===== src/pkg/msr_pkg.sv =====
// Constants, types and register map for the sleep and reset side-band controller
package msr_pkg;
  // Clock and timing
  localparam int unsigned MSR_CLK_HZ = 10000000;
  localparam int unsigned MSR_RST_HOLD_MS = 1000;
  localparam int unsigned MSR_RST_HOLD_CYC = MSR_RST_HOLD_MS * (MSR_CLK_HZ / 1000);
  localparam int unsigned MSR_RESLEEP_S = 120;
  localparam int unsigned MSR_RESLEEP_CYC = MSR_RESLEEP_S * MSR_CLK_HZ;
  localparam int unsigned MSR_UART_MAX_BPS = 4000000;
  localparam logic [15:0] MSR_BAUD_MIN_DIV =
    16'((MSR_CLK_HZ + MSR_UART_MAX_BPS - 1) / MSR_UART_MAX_BPS);
  localparam int MSR_HOLD_W = 24;
  localparam int MSR_TMR_W = 31;

  // Register byte offsets
  localparam logic [7:0] MSR_ADR_CTRL = 8'h00;
  localparam logic [7:0] MSR_ADR_STAT = 8'h04;
  localparam logic [7:0] MSR_ADR_IRQ_ST = 8'h08;
  localparam logic [7:0] MSR_ADR_IRQ_CLR = 8'h0c;
  localparam logic [7:0] MSR_ADR_IRQ_EN = 8'h10;
  localparam logic [7:0] MSR_ADR_BAUD = 8'h14;

  // Control register fields
  localparam int MSR_CTL_ARM = 0;
  localparam int MSR_CTL_RFSW = 1;
  localparam int MSR_CTL_PCM_M = 2;
  localparam int MSR_CTL_FLOW = 3;
  localparam int MSR_CTL_LAMP = 4;
  localparam int MSR_CTL_W = 5;

  // Status register fields
  localparam int MSR_STA_ASLEEP = 0;
  localparam int MSR_STA_CARD = 1;
  localparam int MSR_STA_RFOFF = 2;
  localparam int MSR_STA_STATE = 3;

  // Interrupt bits
  localparam int MSR_IRQ_CARD = 0;
  localparam int MSR_IRQ_WAKE = 1;
  localparam int MSR_IRQ_SLEEP = 2;
  localparam int MSR_IRQ_W = 3;

  // Power state machine
  typedef enum logic [1:0] {
    MSR_AWAKE = 2'b00,
    MSR_PEND = 2'b01,
    MSR_ASLEEP = 2'b10,
    MSR_EVT = 2'b11
  } msr_state_e;

  // Whole module state
  typedef struct packed {
    logic rst_a;
    logic rst_b;
    logic pin_a;
    logic pin_b;
    logic card_a;
    logic card_b;
    logic card_q;
    logic rfd_a;
    logic rfd_b;
    logic cts_a;
    logic cts_b;
    logic [MSR_CTL_W-1:0] ctrl;
    logic [15:0] baud;
    logic [MSR_IRQ_W-1:0] irq_st;
    logic [MSR_IRQ_W-1:0] irq_en;
    msr_state_e state;
    logic [MSR_HOLD_W-1:0] hold_cnt;
    logic hold_done;
    logic mod_rst;
    logic [MSR_TMR_W-1:0] tmr;
    logic svc_seen;
    logic urc;
    logic sleep_out;
    logic lamp_oe_n;
    logic rf_en;
    logic rts_n;
    logic tx_ok;
    logic irq;
    logic [31:0] rdata;
  } msr_st_s;

  // Reset image: reset, sleep and card pins and lamp enable idle high, CTS and RTS low
  localparam msr_st_s MSR_ST_RST = '{
    rst_a: 1'b1, rst_b: 1'b1, pin_a: 1'b1, pin_b: 1'b1,
    card_a: 1'b1, card_b: 1'b1, card_q: 1'b1,
    baud: MSR_BAUD_MIN_DIV, state: MSR_AWAKE,
    lamp_oe_n: 1'b1, rf_en: 1'b1, default: '0};
endpackage


===== src/core/msr_ctrl.sv =====
// Sleep, hard reset and side-band pin controller of the cellular module
//
// Contract
// Reset only after low over one second
// One UART, flow control, up to 4 Mbps
// Card input low means card present
// PCM port selectable as master or slave
// Lamp output driven low lights lamp
// Sleep pin ignored until power save armed
// Enter sleep only after work completes
// Pin high while asleep wakes device
// Network events wake, send unsolicited message
// Host raises pin, serves, lowers again
// Event wake re-sleeps two minutes later; here the two minutes count from i_service_done, and without it no re-sleep
// Indicator always reflects sleep state
// Radio disable with software enable kills RF
// Indicator high asleep; inputs synchronised
`timescale 1ns/100ps
`default_nettype none
module msr_ctrl
  import msr_pkg::*;
#(
  parameter int unsigned HOLD_CYC = MSR_RST_HOLD_CYC,
  parameter int unsigned RESLEEP_CYC = MSR_RESLEEP_CYC
) (
  input wire logic i_clk,
  input wire logic i_resetn,
  input wire logic [7:0] i_addr,
  input wire logic [31:0] i_wdata,
  input wire logic i_wr,
  input wire logic i_rd,
  output logic [31:0] o_rdata,
  input wire logic i_hard_reset_n,
  input wire logic i_sleep_request_pin,
  input wire logic i_card_present_n,
  input wire logic i_radio_disable,
  input wire logic i_cts_n,
  input wire logic i_rx_full,
  input wire logic i_busy,
  input wire logic i_net_event,
  input wire logic i_service_done,
  output logic o_sleep_indicator_out,
  output logic o_network_lamp_n_out,
  output logic o_network_lamp_n_oe_n,
  output logic o_module_reset,
  output logic o_rf_enable,
  output logic o_urc_req,
  output logic o_rts_n,
  output logic o_tx_allow,
  output logic o_pcm_master,
  output logic [15:0] o_baud_div,
  output logic o_irq
);

  // Full state and its next value
  msr_st_s st_reg;
  msr_st_s st_next;

  // Hold and timer limits at counter width
  localparam logic [MSR_HOLD_W-1:0] HOLD_LIM = MSR_HOLD_W'(HOLD_CYC);
  localparam logic [MSR_TMR_W-1:0] TMR_LIM = MSR_TMR_W'(RESLEEP_CYC);

  // Next-state logic for the whole block
  always_comb begin
    logic armed;
    logic pin_hi;
    logic [MSR_IRQ_W-1:0] ev;
    logic [15:0] wb;
    armed = 1'b0;
    pin_hi = 1'b0;
    ev = '0;
    wb = '0;
    st_next = st_reg;

    // Two-stage synchronisers; first stage feeds only the second
    st_next.rst_a = i_hard_reset_n;
    st_next.rst_b = st_reg.rst_a;
    st_next.pin_a = i_sleep_request_pin;
    st_next.pin_b = st_reg.pin_a;
    st_next.card_a = i_card_present_n;
    st_next.card_b = st_reg.card_a;
    st_next.card_q = st_reg.card_b;
    st_next.rfd_a = i_radio_disable;
    st_next.rfd_b = st_reg.rfd_a;
    st_next.cts_a = i_cts_n;
    st_next.cts_b = st_reg.cts_a;

    // Hard reset: count a continuous low, fire once per low period
    st_next.mod_rst = 1'b0;
    if (st_reg.rst_b) begin
      // Any high level restarts the count, so short pulses do nothing
      st_next.hold_cnt = '0;
      st_next.hold_done = 1'b0;
    end else if (!st_reg.hold_done) begin
      if (st_reg.hold_cnt >= HOLD_LIM) begin
        // Strictly longer than the hold time
        st_next.mod_rst = 1'b1;
        st_next.hold_done = 1'b1;
      end else begin
        st_next.hold_cnt = st_reg.hold_cnt + 1'b1;
      end
    end

    // Sleep handshake
    armed = st_reg.ctrl[MSR_CTL_ARM];
    pin_hi = st_reg.pin_b;
    st_next.urc = 1'b0;
    case (st_reg.state)
      MSR_AWAKE: begin
        // Pin has no effect until armed
        if (armed && !pin_hi) begin
          st_next.state = MSR_PEND;
        end
      end
      MSR_PEND: begin
        if (!armed || pin_hi) begin
          st_next.state = MSR_AWAKE;
        end else if (!i_busy) begin
          // Work and pending transfers done
          st_next.state = MSR_ASLEEP;
          ev[MSR_IRQ_SLEEP] = 1'b1;
        end
      end
      MSR_ASLEEP: begin
        if (!armed || pin_hi) begin
          // Host raised the pin
          st_next.state = MSR_AWAKE;
        end else if (i_net_event) begin
          // Call, data or message: wake and report
          st_next.state = MSR_EVT;
          st_next.urc = 1'b1;
          st_next.svc_seen = 1'b0;
          st_next.tmr = '0;
          ev[MSR_IRQ_WAKE] = 1'b1;
        end
      end
      MSR_EVT: begin
        if (!armed || pin_hi) begin
          // Host took over as expected
          st_next.state = MSR_AWAKE;
        end else if (!st_reg.svc_seen) begin
          st_next.svc_seen = i_service_done;
        end else if (st_reg.tmr >= TMR_LIM - 1'b1) begin
          // Back through the idle check
          st_next.state = MSR_PEND;
        end else begin
          st_next.tmr = st_reg.tmr + 1'b1;
        end
      end
      default: begin
        st_next.state = MSR_AWAKE;
      end
    endcase

    // Indicator high exactly while asleep
    st_next.sleep_out = (st_next.state == MSR_ASLEEP);

    // Card insert or removal raises an event
    ev[MSR_IRQ_CARD] = st_reg.card_b ^ st_reg.card_q;

    // Radio off needs both pin and software enable
    st_next.rf_en = !(st_reg.rfd_b && st_reg.ctrl[MSR_CTL_RFSW]);

    // Lamp pulled low to light, released otherwise
    st_next.lamp_oe_n = !st_reg.ctrl[MSR_CTL_LAMP];

    // Flow control: stop peer when receive side is full
    st_next.rts_n = st_reg.ctrl[MSR_CTL_FLOW] && i_rx_full;
    st_next.tx_ok = !st_reg.ctrl[MSR_CTL_FLOW] || !st_reg.cts_b;

    // Register writes
    if (i_wr) begin
      case (i_addr)
        MSR_ADR_CTRL: begin
          st_next.ctrl = i_wdata[MSR_CTL_W-1:0];
        end
        MSR_ADR_IRQ_EN: begin
          st_next.irq_en = i_wdata[MSR_IRQ_W-1:0];
        end
        MSR_ADR_BAUD: begin
          // Clamp so the bit rate never passes the ceiling
          wb = i_wdata[15:0];
          st_next.baud = (wb < MSR_BAUD_MIN_DIV) ? MSR_BAUD_MIN_DIV : wb;
        end
        default: begin
        end
      endcase
    end

    // Sticky status: a same-cycle event beats the clear
    if (i_wr && i_addr == MSR_ADR_IRQ_CLR) begin
      st_next.irq_st = (st_reg.irq_st & ~i_wdata[MSR_IRQ_W-1:0]) | ev;
    end else begin
      st_next.irq_st = st_reg.irq_st | ev;
    end
    st_next.irq = |(st_next.irq_st & st_reg.irq_en);

    // Read data valid only in the cycle after the strobe
    st_next.rdata = '0;
    if (i_rd) begin
      case (i_addr)
        MSR_ADR_CTRL: begin
          st_next.rdata[MSR_CTL_W-1:0] = st_reg.ctrl;
        end
        MSR_ADR_STAT: begin
          st_next.rdata[MSR_STA_ASLEEP] = st_reg.sleep_out;
          st_next.rdata[MSR_STA_CARD] = !st_reg.card_b;
          st_next.rdata[MSR_STA_RFOFF] = !st_reg.rf_en;
          st_next.rdata[MSR_STA_STATE+1:MSR_STA_STATE] = st_reg.state;
        end
        MSR_ADR_IRQ_ST: begin
          st_next.rdata[MSR_IRQ_W-1:0] = st_reg.irq_st;
        end
        MSR_ADR_IRQ_EN: begin
          st_next.rdata[MSR_IRQ_W-1:0] = st_reg.irq_en;
        end
        MSR_ADR_BAUD: begin
          st_next.rdata[15:0] = st_reg.baud;
        end
        default: begin
          // Unmapped and write-only offsets read zero
        end
      endcase
    end
  end

  // Single state register
  always_ff @(posedge i_clk or negedge i_resetn) begin
    if (!i_resetn) begin
      st_reg <= MSR_ST_RST;
    end else begin
      st_reg <= st_next;
    end
  end

  // Outputs straight from flops, except the lamp pin level tied low
  assign o_rdata = st_reg.rdata;
  assign o_sleep_indicator_out = st_reg.sleep_out;
  assign o_network_lamp_n_out = 1'b0;
  assign o_network_lamp_n_oe_n = st_reg.lamp_oe_n;
  assign o_module_reset = st_reg.mod_rst;
  assign o_rf_enable = st_reg.rf_en;
  assign o_urc_req = st_reg.urc;
  assign o_rts_n = st_reg.rts_n;
  assign o_tx_allow = st_reg.tx_ok;
  // Master drives clock and sync, slave accepts them
  assign o_pcm_master = st_reg.ctrl[MSR_CTL_PCM_M];
  assign o_baud_div = st_reg.baud;
  assign o_irq = st_reg.irq;

endmodule
`default_nettype wire


===== config.mk =====
export PLATFORM = sky130hd
export DESIGN_NAME = msr_ctrl
export DESIGN_NICKNAME = d
export VERILOG_FILES = /design/src/pkg/msr_pkg.sv /design/src/core/msr_ctrl.sv
export SDC_FILE = /design/constraint.sdc
export NUM_CORES = 1
export LEC_CHECK = 0
export ABC_AREA = 1
export BUFFER_PORTS_ARGS = -buffer_cell sky130_fd_sc_hd__buf_2
export CORE_ASPECT_RATIO = 1.2
export CORE_MARGIN = 1.5
export CORE_UTILIZATION = 45
export DETAILED_ROUTE_END_ITERATION = 6
export PLACE_DENSITY = 0.68
export SYNTH_ARGS = -nofsm -noshare
export SYNTH_HDL_FRONTEND = slang
export SYNTH_SLANG_ARGS = --single-unit

===== constraint.sdc =====
create_clock -name i_clk -period 1.6 [get_ports i_clk]
set_input_delay 0.48 -clock i_clk [delete_from_list [all_inputs] [get_ports i_clk]]
set_output_delay 0.48 -clock i_clk [all_outputs]
set_load 0.03 [all_outputs]

==> reports/metrics.cfg <==
[setup_path]
crit_type = flop to flop
rrSetupSlack_ps = -100
critPathLaunchType = flop
endpoint_kind = flop
arrival_ps = 2020
worstPathMaxFanout = 8
critPathRequiredTime_ps = 1920

[grt]
grt-ovfl-total = 0
grt_pass1_wl_um = 30470
grt_pass1_vias = 6552
grt_usage = 0.2307
grt_max_degree = 45
antenna_found_initial = 1

[die]
die_h_um = 140.7
die_x_um = 117.8
initial_core_util = 0.4583
fp-row-count = 50
core_um2 = 15510
ioPinCount = 111
dieArea_um2 = 16570

[logic_synthesis]
syn_avg_cell_area_um2 = 7.204
yosys.area.top_type = dfrtp_1
yosys.area_share.simple = 0.3377
synth_compound_area_frac = 0.06511
synth_ff_type = dfrtp_1
syn_area_um2 = 7111
synthXorXnorAreaFrac = 0.03079
synth_fa_ha_area_frac = 0.005279
synth_seq_cells = 121
synth-seq-area-share = 0.4278
async_reset_ff_frac = 1.000
synthDistinctLibCells = 39
synthTopCellsByArea = dfrtp_1 (39%), nand2_1 (16%), nor2_1 (7.4%), inv_1 (5.8%), buf_4 (5.5%)
ys.warnings.count = 0
muxShareOfSynthArea = 0.001584
netlist_instances = 987
synth_top_family_by_area = simple AND/OR/NAND/NOR gates
synth_edf_count = 0
synth_top_cell_area_share = 0.3871

[clock_tree]
clockBufferDepth = 2
numCtsBuffers = 17
clk_pin_slew_ps = 60
cts_tree = built
root_buffer = clkbuf_16
cts_max_level = 4
clock_sinks = 121
insertion_delay_ps = 430

[layout]
nFillCells = 1339
multi_input_area_um2 = 3839
syn_to_final_growth_pct = 40.01
largest_register_ffs = 74
final_common_cell = nand2_1
fin_cells = 1398
mostFrequentLayoutCells = nand2_1 (257), buf_4 (120), dfrtp_1 (103)
drive_gt1_frac = 0.3827
utilization = 0.6417
final_nets = 1232
final-seq-area_um2 = 3050

[sta]
finalWorstSetupSlack_ps = -95.11
period_share = 1.059
finalClockSkew_ps = 10.17
grt_setup_unrepaired = true
clock.fmax_ghz = 0.5899
fin_crit_ps = 1695
setup_violations = 31
hold_violations = 0
hold_slack_ps = 148.2
drv_slew = 0

[pwr]
p_seq_frac = 0.427
power.internal_w = 0.005547
sw_frac_of_total = 0.2565
power_density_nw_per_um2 = 749.4
clkPwrFrac = 0.507
leakage_nw = 5.244
total_power_w = 0.007461
power.net_switching_w = 0.001914
max-vdd-ir-drop_mv = 0.6488
combPwrFrac = 0.067

[run]
maxCapViolCount = 0

[placed_design]
globalplace.congestion = 0.9510
pre_cts_ws_ps = -131.1
dp_hpwl_um = 13460
dp_cells = 1334
portBuffers = 77

[route]
dr.pass1.iters = 5
postRouteAntennaNets = 0
wl_um = 19550
drc_errors = 0
vias = 6874
wire_per_inst_um = 13.99
vias_per_cell = 4.917
drt_iter0_markers = 482

[min_path]
hp-class = input pin to flop

[outcome]
violations = negative setup slack
status = complete, but fails checks

cells by family after synthesis:
family                   count (synthesis)
AND/OR/NAND/NOR                        574
buffers and inverters                  186
flip-flops                             121
AO/OA/AOI/OAI                           76
XOR/XNOR                                25
adder cells (fa/ha/maj)                  3
other                                    1
multiplexers                             1
layout make-up:
class,instances,share of cell area
Sequential cell,121,0.3064
Multi-Input combinational cell,697,0.3856
Timing Repair Buffer,224,0.1791
Inverter,115,0.04386
Tap cell,208,0.02614
Clock inverter,13,0.01320
Antenna cell,1,0.0002514
Clock buffer,19,0.04549
power groups by stage:
stage	registers, W	clock network (W)	logic (W)
after floorplan	0.00324	0	0.000307
after global placement	0.00323	0	0.000478
after detailed placement	0.00323	0	0.000484
after CTS	0.00318	0.00384	0.000496
after global routing	0.00319	0.00398	0.000545
final	0.00318	0.00378	0.000497
critical path: stages, from the launching register on:
cell and delay (ps):
dfrtp_1 400, nor2_2 160, nand2_1 100, nor2_2 140, nand2_2 90, inv_1 70
nand2_2 80, nand3_4 140, nand2_8 110, clkbuf_16 200, nand2_2 60, nand2_1 40
metrics by stage:
stage               area (um^2)  TNS (ps)
finish                     9956     -2044
CTS                        9060     -1591
global route               9956     -6034
global placement           8322     -3741
detailed placement         8322     -4738
floorplan                  7216     -2269
layer usage:
| metal | wire length [um] | global-route usage | up-vias | part of all wire |
|---|---|---|---|---|
| met5 | 0 | 0 | - | 0 |
| met2 | 10190 | 0.3992 | 156 | 0.52 |
| met1 | 8028 | 0.2766 | 3261 | 0.41 |
| li1 | - | - | 3402 | - |
| met4 | 673 | 0.1065 | 0 | 0.034 |
| met3 | 660 | 0.04733 | 55 | 0.034 |
Yosys cell counts (7+ instances only):
cell      count
buf_2         7
buf_4        52
xor2_1       20
o21ai_0      36
clkbuf_1      7
nand2_1     311
a21oi_1      13
dfstp_2      11
nand4_1      15
nor2_1      140
nand3_1      69
o21ai_2      18
dfrtp_1     110
nor3_1       15
inv_1       109
what timing repair did:
action | 4_1_cts | 5_1_grt
pin swaps | 1 | 66
hold endpoints to repair | 17 | 0
cloned | 1 | 6
hold buffers | 1 | 0
setup buffers | 4 | 19
resized for setup | 29 | 173
endpoints found under the setup margin | 57 | 56
path summary, 6_finish.rpt:
path,startpoint,to,depth (start not counted)
setup / recovery,st_reg[59],st_reg[68],11
setup reg to reg,st_reg[59],st_reg[68],11
min in group asynchronous,i_resetn,st_next[128],2
max in group asynchronous,i_resetn,o_baud_div[0],3
hold reg to reg,st_next[128],st_reg[128],0
hold / removal,i_hard_reset_n,st_next[135],1
(Power assumes the default switching activity.)
